--- src/hdl/cvs_pkg.sv ---
// package: register offsets, field positions, reset values and carriers for the charge-voltage/status bank
package cvs_pkg;

  // ****************************************
  // register map
  // ****************************************
  localparam logic [7:0] CVS_OFS_CHARGE_VOLTAGE = 8'h15;
  localparam logic [7:0] CVS_OFS_STATE_FLAGS = 8'h20;
  localparam logic [15:0] CVS_RST_CHARGE_VOLTAGE = 16'h0000;
  localparam logic [15:0] CVS_RST_STATE_FLAGS = 16'h0000;
  localparam logic [15:0] CVS_CV_SETPOINT_MASK = 16'h7FF8;
  localparam int CVS_CV_RSVD_TOP_BIT = 15;
  localparam int CVS_CV_SET_LSB = 3;
  localparam int CVS_CV_SET_MSB = 14;
  localparam int CVS_CV_LSB_MV = 8;

  // ****************************************
  // status bit positions
  // ****************************************
  localparam int CVS_ST_INPUT_PRESENT = 15;
  localparam int CVS_ST_OPTIMIZER_DONE = 14;
  localparam int CVS_ST_ASSIST_ACTIVE = 13;
  localparam int CVS_ST_VOLT_REG = 12;
  localparam int CVS_ST_CURR_REG = 11;
  localparam int CVS_ST_FAST_CHARGE = 10;
  localparam int CVS_ST_PRECHARGE = 9;
  localparam int CVS_ST_REVERSE = 8;

  // live conditions reported by the analog/charge core
  typedef struct packed {
    logic input_present;
    logic input_optimizer_done;
    logic input_voltage_regulating;
    logic input_current_regulating;
    logic fast_charge_active;
    logic precharge_active;
    logic reverse_power_active;
  } cvs_cond_type;

  // faults that pull the charger-ok indication and exit assist mode
  typedef struct packed {
    logic input_overcurrent;
    logic thermal_shutdown;
    logic system_overvoltage;
    logic system_undervoltage;
    logic battery_overvoltage;
  } cvs_fault_type;

  // loop and monitor enables driven to the regulation core
  typedef struct packed {
    logic input_voltage_loop_en;
    logic input_current_loop_en;
    logic critical_current_limit_en;
    logic current_limit_pin_en;
    logic adapter_ok_monitor_en;
    logic system_voltage_monitor_en;
  } cvs_loop_type;

  // loops on, both monitors off until the host configuration is sampled
  localparam cvs_loop_type CVS_RST_LOOPS = 6'h3c;

  // register access strobe from the SMBus engine
  typedef struct packed {
    logic wr;
    logic rd;
    logic [7:0] addr;
    logic [15:0] wdata;
  } cvs_acc_type;

endpackage

--- src/hdl/cvs_assist_ctl.sv ---
// peak-assist mode state and its loop enable side effects
`timescale 1ns/100ps
module cvs_assist_ctl
  import cvs_pkg::*;
(
  input wire logic sys_clk_in,
  input wire logic rst_n_in,
  input wire logic clk_en_in,
  input wire logic ctrl_pin_in,
  input wire logic assist_disable_bit_in,
  input wire logic any_fault_in,
  input wire logic adapter_ok_cfg_in,
  input wire logic system_voltage_cfg_in,
  output logic assist_active_out,
  output logic exit_pulse_out,
  output cvs_loop_type loops_out
);

  typedef enum logic [1:0] {CVS_IDLE, CVS_ACTIVE, CVS_FAULT_HOLD} cvs_assist_state_type;

  cvs_assist_state_type state_r;
  cvs_assist_state_type state_nxt;
  logic exit_r;
  logic exit_nxt;
  cvs_loop_type loops_r;
  cvs_loop_type loops_nxt;
  logic request;

  // ****************************************
  // mode state
  // ****************************************
  // processor-hot state is not an input here, so it cannot block entry
  assign request = ctrl_pin_in & ~assist_disable_bit_in;

  always_comb
  begin
    state_nxt = state_r;
    exit_nxt = 1'b0;
    unique case (state_r)
      CVS_IDLE:
      begin
        if (request && !any_fault_in)
        begin
          state_nxt = CVS_ACTIVE;
        end
      end
      CVS_ACTIVE:
      begin
        if (any_fault_in)
        begin
          state_nxt = CVS_FAULT_HOLD;
          exit_nxt = 1'b1;
        end
        else if (!request)
        begin
          state_nxt = CVS_IDLE;
          exit_nxt = 1'b1;
        end
      end
      CVS_FAULT_HOLD:
      begin
        // re-entry needs a fresh command after the fault forced an exit
        if (!request && !any_fault_in)
        begin
          state_nxt = CVS_IDLE;
        end
      end
      default:
      begin
        state_nxt = CVS_IDLE;
      end
    endcase
  end

  // ****************************************
  // side effects on entry and exit
  // ****************************************
  always_comb
  begin
    loops_nxt = loops_r;
    if (state_nxt == CVS_ACTIVE && state_r != CVS_ACTIVE)
    begin
      loops_nxt.input_voltage_loop_en = 1'b0;
      loops_nxt.input_current_loop_en = 1'b0;
      loops_nxt.critical_current_limit_en = 1'b0;
      loops_nxt.current_limit_pin_en = 1'b0;
      loops_nxt.adapter_ok_monitor_en = 1'b0;
      loops_nxt.system_voltage_monitor_en = 1'b1;
    end
    else if (state_nxt != CVS_ACTIVE && state_r == CVS_ACTIVE)
    begin
      loops_nxt.input_voltage_loop_en = 1'b1;
      loops_nxt.input_current_loop_en = 1'b1;
      loops_nxt.critical_current_limit_en = 1'b1;
      loops_nxt.current_limit_pin_en = 1'b1;
      loops_nxt.adapter_ok_monitor_en = adapter_ok_cfg_in;
      loops_nxt.system_voltage_monitor_en = system_voltage_cfg_in;
    end
    else if (state_r != CVS_ACTIVE)
    begin
      loops_nxt.adapter_ok_monitor_en = adapter_ok_cfg_in;
      loops_nxt.system_voltage_monitor_en = system_voltage_cfg_in;
    end
  end

  always_ff @(posedge sys_clk_in or negedge rst_n_in)
  begin
    if (!rst_n_in)
    begin
      state_r <= CVS_IDLE;
      exit_r <= 1'b0;
      loops_r <= CVS_RST_LOOPS;
    end
    else if (clk_en_in)
    begin
      state_r <= state_nxt;
      exit_r <= exit_nxt;
      loops_r <= loops_nxt;
    end
  end

  assign assist_active_out = (state_r == CVS_ACTIVE);
  assign exit_pulse_out = exit_r & clk_en_in;
  assign loops_out = loops_r;

endmodule

--- src/hdl/cvs_exit_flag.sv ---
// sticky assist-exit flag with processor-hot alert drive
`timescale 1ns/100ps
module cvs_exit_flag
  import cvs_pkg::*;
(
  input wire logic sys_clk_in,
  input wire logic rst_n_in,
  input wire logic clk_en_in,
  input wire logic set_in,
  input wire logic clear_in,
  output logic flag_out,
  output logic processor_hot_alert_n_out
);

  logic flag_r;
  logic flag_nxt;

  // set beats a same-cycle host clear so no exit is lost
  always_comb
  begin
    flag_nxt = flag_r;
    if (clear_in)
    begin
      flag_nxt = 1'b0;
    end
    if (set_in)
    begin
      flag_nxt = 1'b1;
    end
  end

  always_ff @(posedge sys_clk_in or negedge rst_n_in)
  begin
    if (!rst_n_in)
    begin
      flag_r <= 1'b0;
    end
    else if (clk_en_in)
    begin
      flag_r <= flag_nxt;
    end
  end

  assign flag_out = flag_r;
  assign processor_hot_alert_n_out = ~flag_r;

endmodule

--- src/hdl/cvs_regs.sv ---
// charge-voltage setpoint and charger state flags register bank
`timescale 1ns/100ps
// Functional notes
// - bit 15 set makes write invalid
// - bits 14..3 weighted setpoint, 8 mV lsb
// - bits 2..0 ignored, read zero
// - status 15 shows input present
// - charger-ok implies input present, faults drop
// - status 14 shows optimizer complete
// - status 13 assist active, processor hot never blocks
// - exits by command or fault, set flag
// - pin high and bit clear enables assist
// - entry disables loops, adjusts monitors
// - exit re-enables loops and limit pin
// - status 12 voltage regulation active
// - status 11 input current regulation active
// - status 10 fast charge active
// - status 9 precharge, 8 reverse power
module cvs_regs
  import cvs_pkg::*;
(
  input wire logic sys_clk_in,
  input wire logic rst_n_in,
  input wire logic clk_en_in,
  input cvs_acc_type acc_in,
  input cvs_cond_type cond_in,
  input cvs_fault_type fault_in,
  input wire logic multi_function_control_pin_in,
  input wire logic assist_disable_bit_in,
  input wire logic adapter_ok_cfg_in,
  input wire logic system_voltage_cfg_in,
  input wire logic assist_exit_clear_in,
  output logic [15:0] rdata_out,
  output logic invalid_write_out,
  output logic [15:0] setpoint_mv_out,
  output logic charger_ok_indicator_out,
  output logic assist_exit_flag_out,
  output logic processor_hot_alert_n_out,
  output cvs_loop_type loops_out
);

  logic [15:0] cv_r;
  logic [15:0] cv_nxt;
  logic [15:0] status_r;
  logic [15:0] status_nxt;
  logic [15:0] rdata_r;
  logic [15:0] rdata_nxt;
  logic invalid_r;
  logic invalid_nxt;
  logic any_fault;
  logic assist_active;
  logic exit_pulse;

  // ****************************************
  // charge-voltage setpoint
  // ****************************************
  always_comb
  begin
    cv_nxt = cv_r;
    invalid_nxt = 1'b0;
    if (acc_in.wr && acc_in.addr == CVS_OFS_CHARGE_VOLTAGE)
    begin
      if (acc_in.wdata[CVS_CV_RSVD_TOP_BIT])
      begin
        invalid_nxt = 1'b1;
      end
      else
      begin
        cv_nxt = acc_in.wdata & CVS_CV_SETPOINT_MASK;
      end
    end
  end

  // lsb is 8 mV, so the sum of weights is the field shifted up by three
  assign setpoint_mv_out = {1'b0, cv_r[CVS_CV_SET_MSB:CVS_CV_SET_LSB], 3'b000};

  // ****************************************
  // status flags
  // ****************************************
  assign any_fault = |fault_in;
  // charger-ok never stronger than input present
  assign charger_ok_indicator_out = cond_in.input_present & ~any_fault;

  always_comb
  begin
    status_nxt = 16'h0000;
    status_nxt[CVS_ST_INPUT_PRESENT] = cond_in.input_present;
    status_nxt[CVS_ST_OPTIMIZER_DONE] = cond_in.input_optimizer_done;
    status_nxt[CVS_ST_ASSIST_ACTIVE] = assist_active;
    status_nxt[CVS_ST_VOLT_REG] = cond_in.input_voltage_regulating;
    status_nxt[CVS_ST_CURR_REG] = cond_in.input_current_regulating;
    status_nxt[CVS_ST_FAST_CHARGE] = cond_in.fast_charge_active;
    status_nxt[CVS_ST_PRECHARGE] = cond_in.precharge_active;
    status_nxt[CVS_ST_REVERSE] = cond_in.reverse_power_active;
  end

  // ****************************************
  // read path
  // ****************************************
  always_comb
  begin
    rdata_nxt = rdata_r;
    if (acc_in.rd)
    begin
      unique case (acc_in.addr)
        CVS_OFS_CHARGE_VOLTAGE: rdata_nxt = cv_r & CVS_CV_SETPOINT_MASK;
        CVS_OFS_STATE_FLAGS: rdata_nxt = status_r;
        default: rdata_nxt = 16'h0000;
      endcase
    end
  end

  always_ff @(posedge sys_clk_in or negedge rst_n_in)
  begin
    if (!rst_n_in)
    begin
      cv_r <= CVS_RST_CHARGE_VOLTAGE;
      status_r <= CVS_RST_STATE_FLAGS;
      rdata_r <= 16'h0000;
      invalid_r <= 1'b0;
    end
    else if (clk_en_in)
    begin
      cv_r <= cv_nxt;
      status_r <= status_nxt;
      rdata_r <= rdata_nxt;
      invalid_r <= invalid_nxt;
    end
  end

  assign rdata_out = rdata_r;
  assign invalid_write_out = invalid_r;

  // ****************************************
  // peak-assist mode
  // ****************************************
  cvs_assist_ctl u_assist
  (
    .sys_clk_in(sys_clk_in),
    .rst_n_in(rst_n_in),
    .clk_en_in(clk_en_in),
    .ctrl_pin_in(multi_function_control_pin_in),
    .assist_disable_bit_in(assist_disable_bit_in),
    .any_fault_in(any_fault),
    .adapter_ok_cfg_in(adapter_ok_cfg_in),
    .system_voltage_cfg_in(system_voltage_cfg_in),
    .assist_active_out(assist_active),
    .exit_pulse_out(exit_pulse),
    .loops_out(loops_out)
  );

  cvs_exit_flag u_exit
  (
    .sys_clk_in(sys_clk_in),
    .rst_n_in(rst_n_in),
    .clk_en_in(clk_en_in),
    .set_in(exit_pulse),
    .clear_in(assist_exit_clear_in),
    .flag_out(assist_exit_flag_out),
    .processor_hot_alert_n_out(processor_hot_alert_n_out)
  );

endmodule

--- config.mk ---
export PLATFORM = sky130hd
export DESIGN_NAME = cvs_regs
export DESIGN_NICKNAME = d
export VERILOG_FILES = /design/src/hdl/cvs_pkg.sv /design/src/hdl/cvs_assist_ctl.sv /design/src/hdl/cvs_exit_flag.sv /design/src/hdl/cvs_regs.sv
export SDC_FILE = /design/constraint.sdc
export NUM_CORES = 1
export LEC_CHECK = 0
export BUFFER_PORTS_ARGS = -buffer_cell sky130_fd_sc_hd__clkbuf_2
export CELL_PAD_IN_SITES_DETAIL_PLACEMENT = 0
export CELL_PAD_IN_SITES_GLOBAL_PLACEMENT = 2
export CORE_AREA = 2 2 90 92
export DETAILED_ROUTE_END_ITERATION = 10
export DIE_AREA = 0 0 92 94
export PLACE_DENSITY_LB_ADDON = 0.08
export SETUP_SLACK_MARGIN = 0.4
export SLEW_MARGIN = 20
export SYNTH_ARGS = -nofsm -noshare
export SYNTH_HDL_FRONTEND = slang
export SYNTH_SLANG_ARGS = --single-unit
--- constraint.sdc ---
create_clock -name sys_clk_in -period 1.3 [get_ports sys_clk_in]
set_clock_uncertainty 0.15 [all_clocks]
set_input_delay 0.26 -clock sys_clk_in [delete_from_list [all_inputs] [get_ports sys_clk_in]]
set_output_delay 0.26 -clock sys_clk_in [all_outputs]
set_load 0.01 [all_outputs]
==> results.yml, run 1 <==
outcome:
  outcome: "complete, but fails checks"
  violations: "negative hold slack, negative setup slack"
logic_synthesis:
  synthAdderAreaFrac_pct: 2.030
  ys_seq_area_share_pct: 55.55
  yosys_warnings: 0
  synth_top_family_by_area: "multiplexers"
  syn_area_sq_mm: 0.001849
  synthArstFlopShare_pct: 100.0
  muxShareOfSynthArea_pct: 13.60
  synth.distinct_cells: 33
  synth_compound_area_share_pct: 11.03
  syn_area_per_cell_sq_um: 12.84
  synth_flop_cell: "dfrtp_1"
  synth_enable_flop_cells: 0
  synthCells: 144
  synth-seq-cells: 41
  synth_xor_area_share_pct: 0
  synth_simple_gate_area_share_pct: 10.89
die:
  die_area_sq_mm: 0.008648
  core_area_sq_mm: 0.007607
  die_h_microns: 94
  initial_utilization_pct: 24.31
  fp-row-count: 32
  io_pins: 88
  die_w_microns: 92
pwr:
  comb_power_share_pct: 17.1
  p_leak_nw: 1.703
  p_int_w: 0.002037
  pwr-share-clk_pct: 32.6
  power.switching_w: 0.0006961
  peakVddDrop_mv: 0.3326
  power_density_mw_per_mm2: 876.8
  switching_share_pct: 25.47
  p_seq_share_pct: 50.3
sta:
  finalHoldViolCount: 40
  fin_ws_ns: -0.5280
  finalMaxSlewViolations: 0
  setup_viol: 35
  period_needed_ns: 1.828
  rsz0062_at_grt: "true"
  fin_crit_sh_pct: 140.6
  max_freq_ghz: 0.5470
  whs_ns: -0.2134
setup_path:
  worst_ep_arrival_time_ns: 1.86
  start_kind: "primary input"
  setup.worst_path.class: "in -> reg"
  worst_ep_required_time_ns: 1.33
  crit_fanout: 6
  endpoint_kind: "flop"
finish:
  area_growth_pct: 68.54
  layout-drive-gt1-share_pct: 66.17
  final_common_cell: "dfrtp_1"
  antennaDiodeCount: 0
  most-common-layout-cells: "40 x dfrtp_1, 39 x clkbuf_2, 33 x buf_4, 24 x buf_2, 23 x buf_6"
  fin_nets: 317
hold_path:
  hold_class: "in -> async"
global_routing:
  grt_pass1_wl_microns: 8169
  met2_usage_pct: 19.42
  grt_max_degree: 42
  overflow: 0
  grt_pass1_vias: 1611
  grt_use_met3_pct: 3.210
  grt.busiest_layer: "met2"
  grt_util_met1_pct: 16.57
  grt_usage_pct: 12.29
  antenna_found_initial: 0
routing:
  first_pass_iters: 4
  final_antenna_net_count: 0
  drt_iter0_drc: 35
  via_per_inst: 4.226
  drc_errors: 0
  avgRoutedWirePerCell_microns: 14.36
  dr_total_vias: 1568
  routed_wl_microns: 5328
clock_tree:
  root_buffer: "clkbuf_8"
  clockBufferDepth: 2
  clkSlewWorstSetupHoldPaths_ns: 0.08
  cts_inserted_buffers: 5
  cts_tree: "built"
  clk_latency_ns: 0.29
  htreeDepth: 2
  cts.sinks: 41
placed_design:
  place.gp.congestion: 0.7631
  post-place-ws_ns: -0.8803
  hpwl_microns: 3457
  io_buffers: 77
job:
  drv_cap: 0
Yosys cell counts, types with 2 or more instances:
| cell | number | area share (%) |
|---|---|---|
| nor3_1 | 3 | 0.81 |
| or4_4 | 2 | 1.2 |
| nand2_1 | 6 | 1.2 |
| nor2b_1 | 2 | 0.68 |
| nand2b_1 | 4 | 1.4 |
| and2_1 | 3 | 1.0 |
| mux2_4 | 10 | 8.1 |
| nand3_1 | 2 | 0.54 |
| nor2_1 | 3 | 0.61 |
| a221o_1 | 7 | 3.8 |
| buf_4 | 10 | 4.1 |
| inv_1 | 6 | 1.2 |
| dfrtp_1 | 40 | 54 |
| clkbuf_1 | 3 | 0.61 |
| o21ai_0 | 5 | 1.4 |
| ha_1 | 3 | 2.0 |
| o31ai_1 | 2 | 0.81 |
| mux2_2 | 9 | 5.5 |
| a22o_1 | 7 | 3.3 |
| and2_0 | 4 | 1.4 |
state kept, by name, summed over array words and instances, names as in the netlist:
| name | flops |
|---|---|
| status_r | 8 |
| u_assist.loops_out | 3 |
| rdata_out | 13 |
| cv_r | 12 |
| u_exit.flag_out | 1 |
| invalid_write_out | 1 |
| u_assist.state_r | 2 |
| u_assist.exit_r | 1 |
worst max-delay path: stages:
cell and delay, ns:
clkbuf_2 0.08, or4_4 0.55, or4_4 0.63, mux2_4 0.33
layout make-up:
type | instances | area, sq um
well taps | 102 | 127.6
fillers | 735 | 4491
repair buffers | 125 | 929.6
inverters | 6 | 22.52
clock inverters | 2 | 13.76
clock buffers | 6 | 82.58
flip-flops and latches | 41 | 1027
multi-input cells | 89 | 913.4
power groups by stage:
stage               sequential, W  combinational (W)  clock (W)
detailed placement        0.00139           0.000336          0
CTS                       0.00137           0.000405   0.000927
global placement          0.00139           0.000333          0
finish                    0.00137           0.000466   0.000892
global route              0.00138           0.000506   0.000987
floorplan                 0.00140           0.000207          0
what timing repair did:
item	in CTS	in global routing
pin swaps	9	8
endpoints found under the hold margin	40	40
buffers inserted	24	7
endpoints found under the setup margin	76	76
gates cloned	1	2
resized for setup	27	62
stage by stage:
step / cell area (sq um) / cells / total power, W / TNS, ns / util, %
3_5_place_dp: 2487 / 329 / 0.001728 / -18.82 / 32.70
5_1_grt: 3117 / 371 / 0.002874 / -12.57 / 40.97
6_report: 3117 / 371 / 0.002733 / -11.36 / 40.97
4_1_cts: 2903 / 362 / 0.002699 / -9.601 / 38.16
2_1_floorplan: 1993 / 150 / 0.001606 / -15.50 / -
3_3_place_gp: 2487 / 329 / 0.001723 / -18.37 / 32.70
cell families (layout without fill, tap and decap cells):
kind of cell,count (synthesis),in the layout
multiplexers,19,19
adder cells (fa/ha/maj),3,3
other,1,7
flip-flops,41,41
AO/OA/AOI/OAI,25,25
buffers and inverters,21,139
AND/OR/NAND/NOR,34,35
path summary, 6_finish.rpt:
kind | depth (start not counted) | slack, ns | endpoint | startpoint
setup / recovery | 4 | -0.53 | cv_r[5] | acc_in[22]
max in group asynchronous | 2 | 0.96 | u_assist.loops_out[4] | rst_n_in
hold reg to reg | 1 | 0.34 | invalid_write_out | invalid_write_out
setup reg to reg | 6 | -0.04 | u_assist.loops_out[0] | u_assist.state_r[1]
hold / removal | 2 | -0.21 | u_assist.loops_out[0] | rst_n_in
min in group sys_clk_in | 2 | 0.04 | cv_r[3] | acc_in[3]
per-layer routing:
metal	wire [microns]	part of all wire, %
met5	0	0
met4	62	1.2
met3	266	5.0
met2	2440	46
met1	2559	48
(Power assumes the default switching activity.)
==> run 2: changes to the inputs <==
--- a/config.mk
+++ b/config.mk
@@ -5,12 +5,13 @@
 export SDC_FILE = /design/constraint.sdc
 export NUM_CORES = 1
 export LEC_CHECK = 0
+export ABC_AREA = 1
 export BUFFER_PORTS_ARGS = -buffer_cell sky130_fd_sc_hd__clkbuf_2
 export CELL_PAD_IN_SITES_DETAIL_PLACEMENT = 0
 export CELL_PAD_IN_SITES_GLOBAL_PLACEMENT = 2
-export CORE_AREA = 2 2 90 92
+export CORE_AREA = 2 2 98 100
 export DETAILED_ROUTE_END_ITERATION = 10
-export DIE_AREA = 0 0 92 94
+export DIE_AREA = 0 0 100 102
 export PLACE_DENSITY_LB_ADDON = 0.08
 export SETUP_SLACK_MARGIN = 0.4
 export SLEW_MARGIN = 20
==> run 2 against run 1 <==
Net effect:
- the flow still finishes with violations (negative hold slack, negative setup slack)
- combinational power is 15% higher
- clock power is 38% higher
- clock-buffer cell count is 1 lower
- sequential share of layout area is 5.6 points lower
- critical path depth is 3 lower
- non-clock buffer count is 11 higher
==> results.yml, run 2 <==
sta:
  fin_ws_ns: -0.1520
  fin_crit_sh_pct: 111.7
  finalMaxSlewViolations: 0
  period_needed_ns: 1.452
  rsz0062_at_grt: "true"
  setup_viol: 8
  whs_ns: -0.2622
  max_freq_ghz: 0.6887
  finalHoldViolCount: 8
finish:
  register_area_sq_mm: 0.001027
  area_growth_pct: 84.18
  antennaDiodeCount: 0
  fin_nets: 435
  fill_cells: 937
  final_common_cell: "nand2_1"
  most-common-layout-cells: "82 x nand2_1, 40 x dfrtp_1, 39 x buf_6, 36 x clkbuf_2, 26 x buf_4"
  layout-drive-gt1-share_pct: 58.66
  fin_util_pct: 41.26
  largest_reg_flops: 13
  multi_input_area_sq_mm: 0.001221
pwr:
  p_leak_nw: 2.008
  peakVddDrop_mv: 0.5080
  power_density_mw_per_mm2: 832.5
  p_total_w: 0.003129
clock_tree:
  clockBufferDepth: 2
  cts_inserted_buffers: 5
  clkSlewWorstSetupHoldPaths_ns: 0.09
  cts_tree: "built"
  root_buffer: "clkbuf_8"
  cts.sinks: 41
  clk_latency_ns: 0.29
  htreeDepth: 2
logic_synthesis:
  yosysTopAreaCell: "dfrtp_1"
  synthTopCellsByCount: "102 x nand2_1, 40 x dfrtp_1, 21 x nand3_1, 19 x nor2_1, 13 x inv_1"
  muxShareOfSynthArea_pct: 0
  synth_enable_flop_cells: 0
  yosys_warnings: 0
  synth_simple_gate_area_share_pct: 35.56
  synth.area.top_cells: "dfrtp_1 49%, nand2_1 19%, nand3_1 5.2%"
  synth.most_common_cell: "nand2_1"
  synth-seq-cells: 41
  synth_top_family_by_area: "simple AND/OR/NAND/NOR gates"
  syn_area_per_cell_sq_um: 8.034
  synthArstFlopShare_pct: 100.0
  ys_seq_area_share_pct: 50.34
  synth_top_cell_area_share_pct: 49.05
  synth.distinct_cells: 25
  synthAdderAreaFrac_pct: 1.839
  syn_area_sq_mm: 0.002041
  synth_flop_cell: "dfrtp_1"
  synthCells: 254
  synth_xor_area_share_pct: 0
  synth_compound_area_share_pct: 3.004
setup_path:
  r2r-end: "u_assist.loops_out[1]"
  start_kind: "flop"
  critical-path-top-delay-family: "flip-flops"
  worst_ep_arrival_time_ns: 1.04
  r2r_slack_ns: -0.08
  slowest_stage: "dfstp_2"
  endpoint_kind: "output port"
  reg2reg_from: "u_assist.state_r[1]"
  crit_chain: "buf_2"
  reg2reg_depth: 7
  crit_fanout: 5
  worst_ep_required_time_ns: 0.89
  setup.worst_path.class: "reg -> out"
  cpPeakStageDelay_ns: 0.60
  cp_num_buf_inv: 1
global_routing:
  overflow: 0
  grt_usage_pct: 13.29
  grt_pass1_wl_microns: 10520
  antenna_found_initial: 0
  grt_max_degree: 20
  grt_pass1_vias: 2077
hold_path:
  hold_class: "in -> async"
die:
  core_area_sq_mm: 0.009109
  die_area_sq_mm: 0.01020
  die_h_microns: 102
  initial_utilization_pct: 22.40
  die_w_microns: 100
  fp-row-count: 35
  io_pins: 88
routing:
  routed_wl_microns: 6637
  first_pass_iters: 4
  final_antenna_net_count: 0
  dr_total_vias: 2104
  via_per_inst: 4.225
  avgRoutedWirePerCell_microns: 13.33
  drc_errors: 0
  drt_iter0_drc: 55
outcome:
  violations: "negative hold slack, negative setup slack"
  outcome: "complete, but fails checks"
placed_design:
  io_buffers: 77
  hpwl_microns: 4757
  place.gp.congestion: 0.7129
job:
  drv_cap: 0
## run 2: changes by cell type after synthesis, sizes merged, moves of 3 or more
cell    before  now
nand2        6  104
nand3        2   22
a22o         7    1
a21oi        0    5
or4          3    0
a221o        7    0
nand4        0   12
inv          6   16
nand2b       4    0
nor2         3   23
and2         7    0
mux2        19    0
## run 2: area by class of cell
cell class	count	share of cell area [%]
well taps	111	3.695
flip-flops and latches	41	27.33
repair buffers	136	30.09
clock inverters	3	1.731
clock buffers	5	1.831
multi-input cells	186	32.49
inverters	16	2.830
## run 2: worst max path at each step
stage	startpoint	cells after the start	to
CTS	u_assist.loops_out[4]	1	loops_out[5]
detailed placement	fault_in[4]	8	u_assist.loops_out[4]
floorplan	fault_in[4]	7	u_assist.loops_out[4]
global route	u_assist.loops_out[4]	1	loops_out[2]
finish	u_assist.loops_out[4]	1	loops_out[2]
global placement	fault_in[4]	8	u_assist.loops_out[4]
## run 2: repair_timing
action,CTS,global route
endpoints found under the setup margin,68,69
pin swaps,32,23
resized for setup,65,78
setup buffers,23,13
gates cloned,1,0
hold endpoints to repair,8,8
## run 2: through the flow
| step | std cells | setup WS (ns) | TNS, ns | cell area (sq um) | hold slack [ns] |
|---|---|---|---|---|---|
| floorplan | 260 | -0.1677 | -0.3054 | 2242 | -0.1856 |
| global placement | 453 | -0.3191 | -3.453 | 2845 | 0.05894 |
| detailed placement | 453 | -0.3343 | -3.456 | 2845 | 0.06694 |
| CTS | 485 | -0.1460 | -0.7209 | 3485 | -0.2587 |
| global route | 498 | -0.1931 | -1.178 | 3759 | -0.2512 |
| finish | 498 | -0.1520 | -0.7093 | 3759 | -0.2622 |
## run 2: cells by family (layout without fill, tap and decap cells)
kind of cell               Yosys count  in the layout
other                                1              7
adders and majority gates            3              3
DFF                                 41             41
and+or+nand+nor                    164            165
buffers and inverters               34            160
AOI/OAI and AO/OA                   11             11
## run 2: where the power goes
part           switching [W]  internal (W)
clock               0.000470      0.000764
sequential         0.0000386       0.00132
combinational       0.000281      0.000257
## run 2: routing by layer
layer  wire length [microns]  vias up  global-route usage, %
met5                       0        -                      0
met4                      55        0                  3.477
met3                     318        4                  2.804
met2                    3132       48                  21.83
met1                    3131      992                  17.96
li1                        -     1060                      -
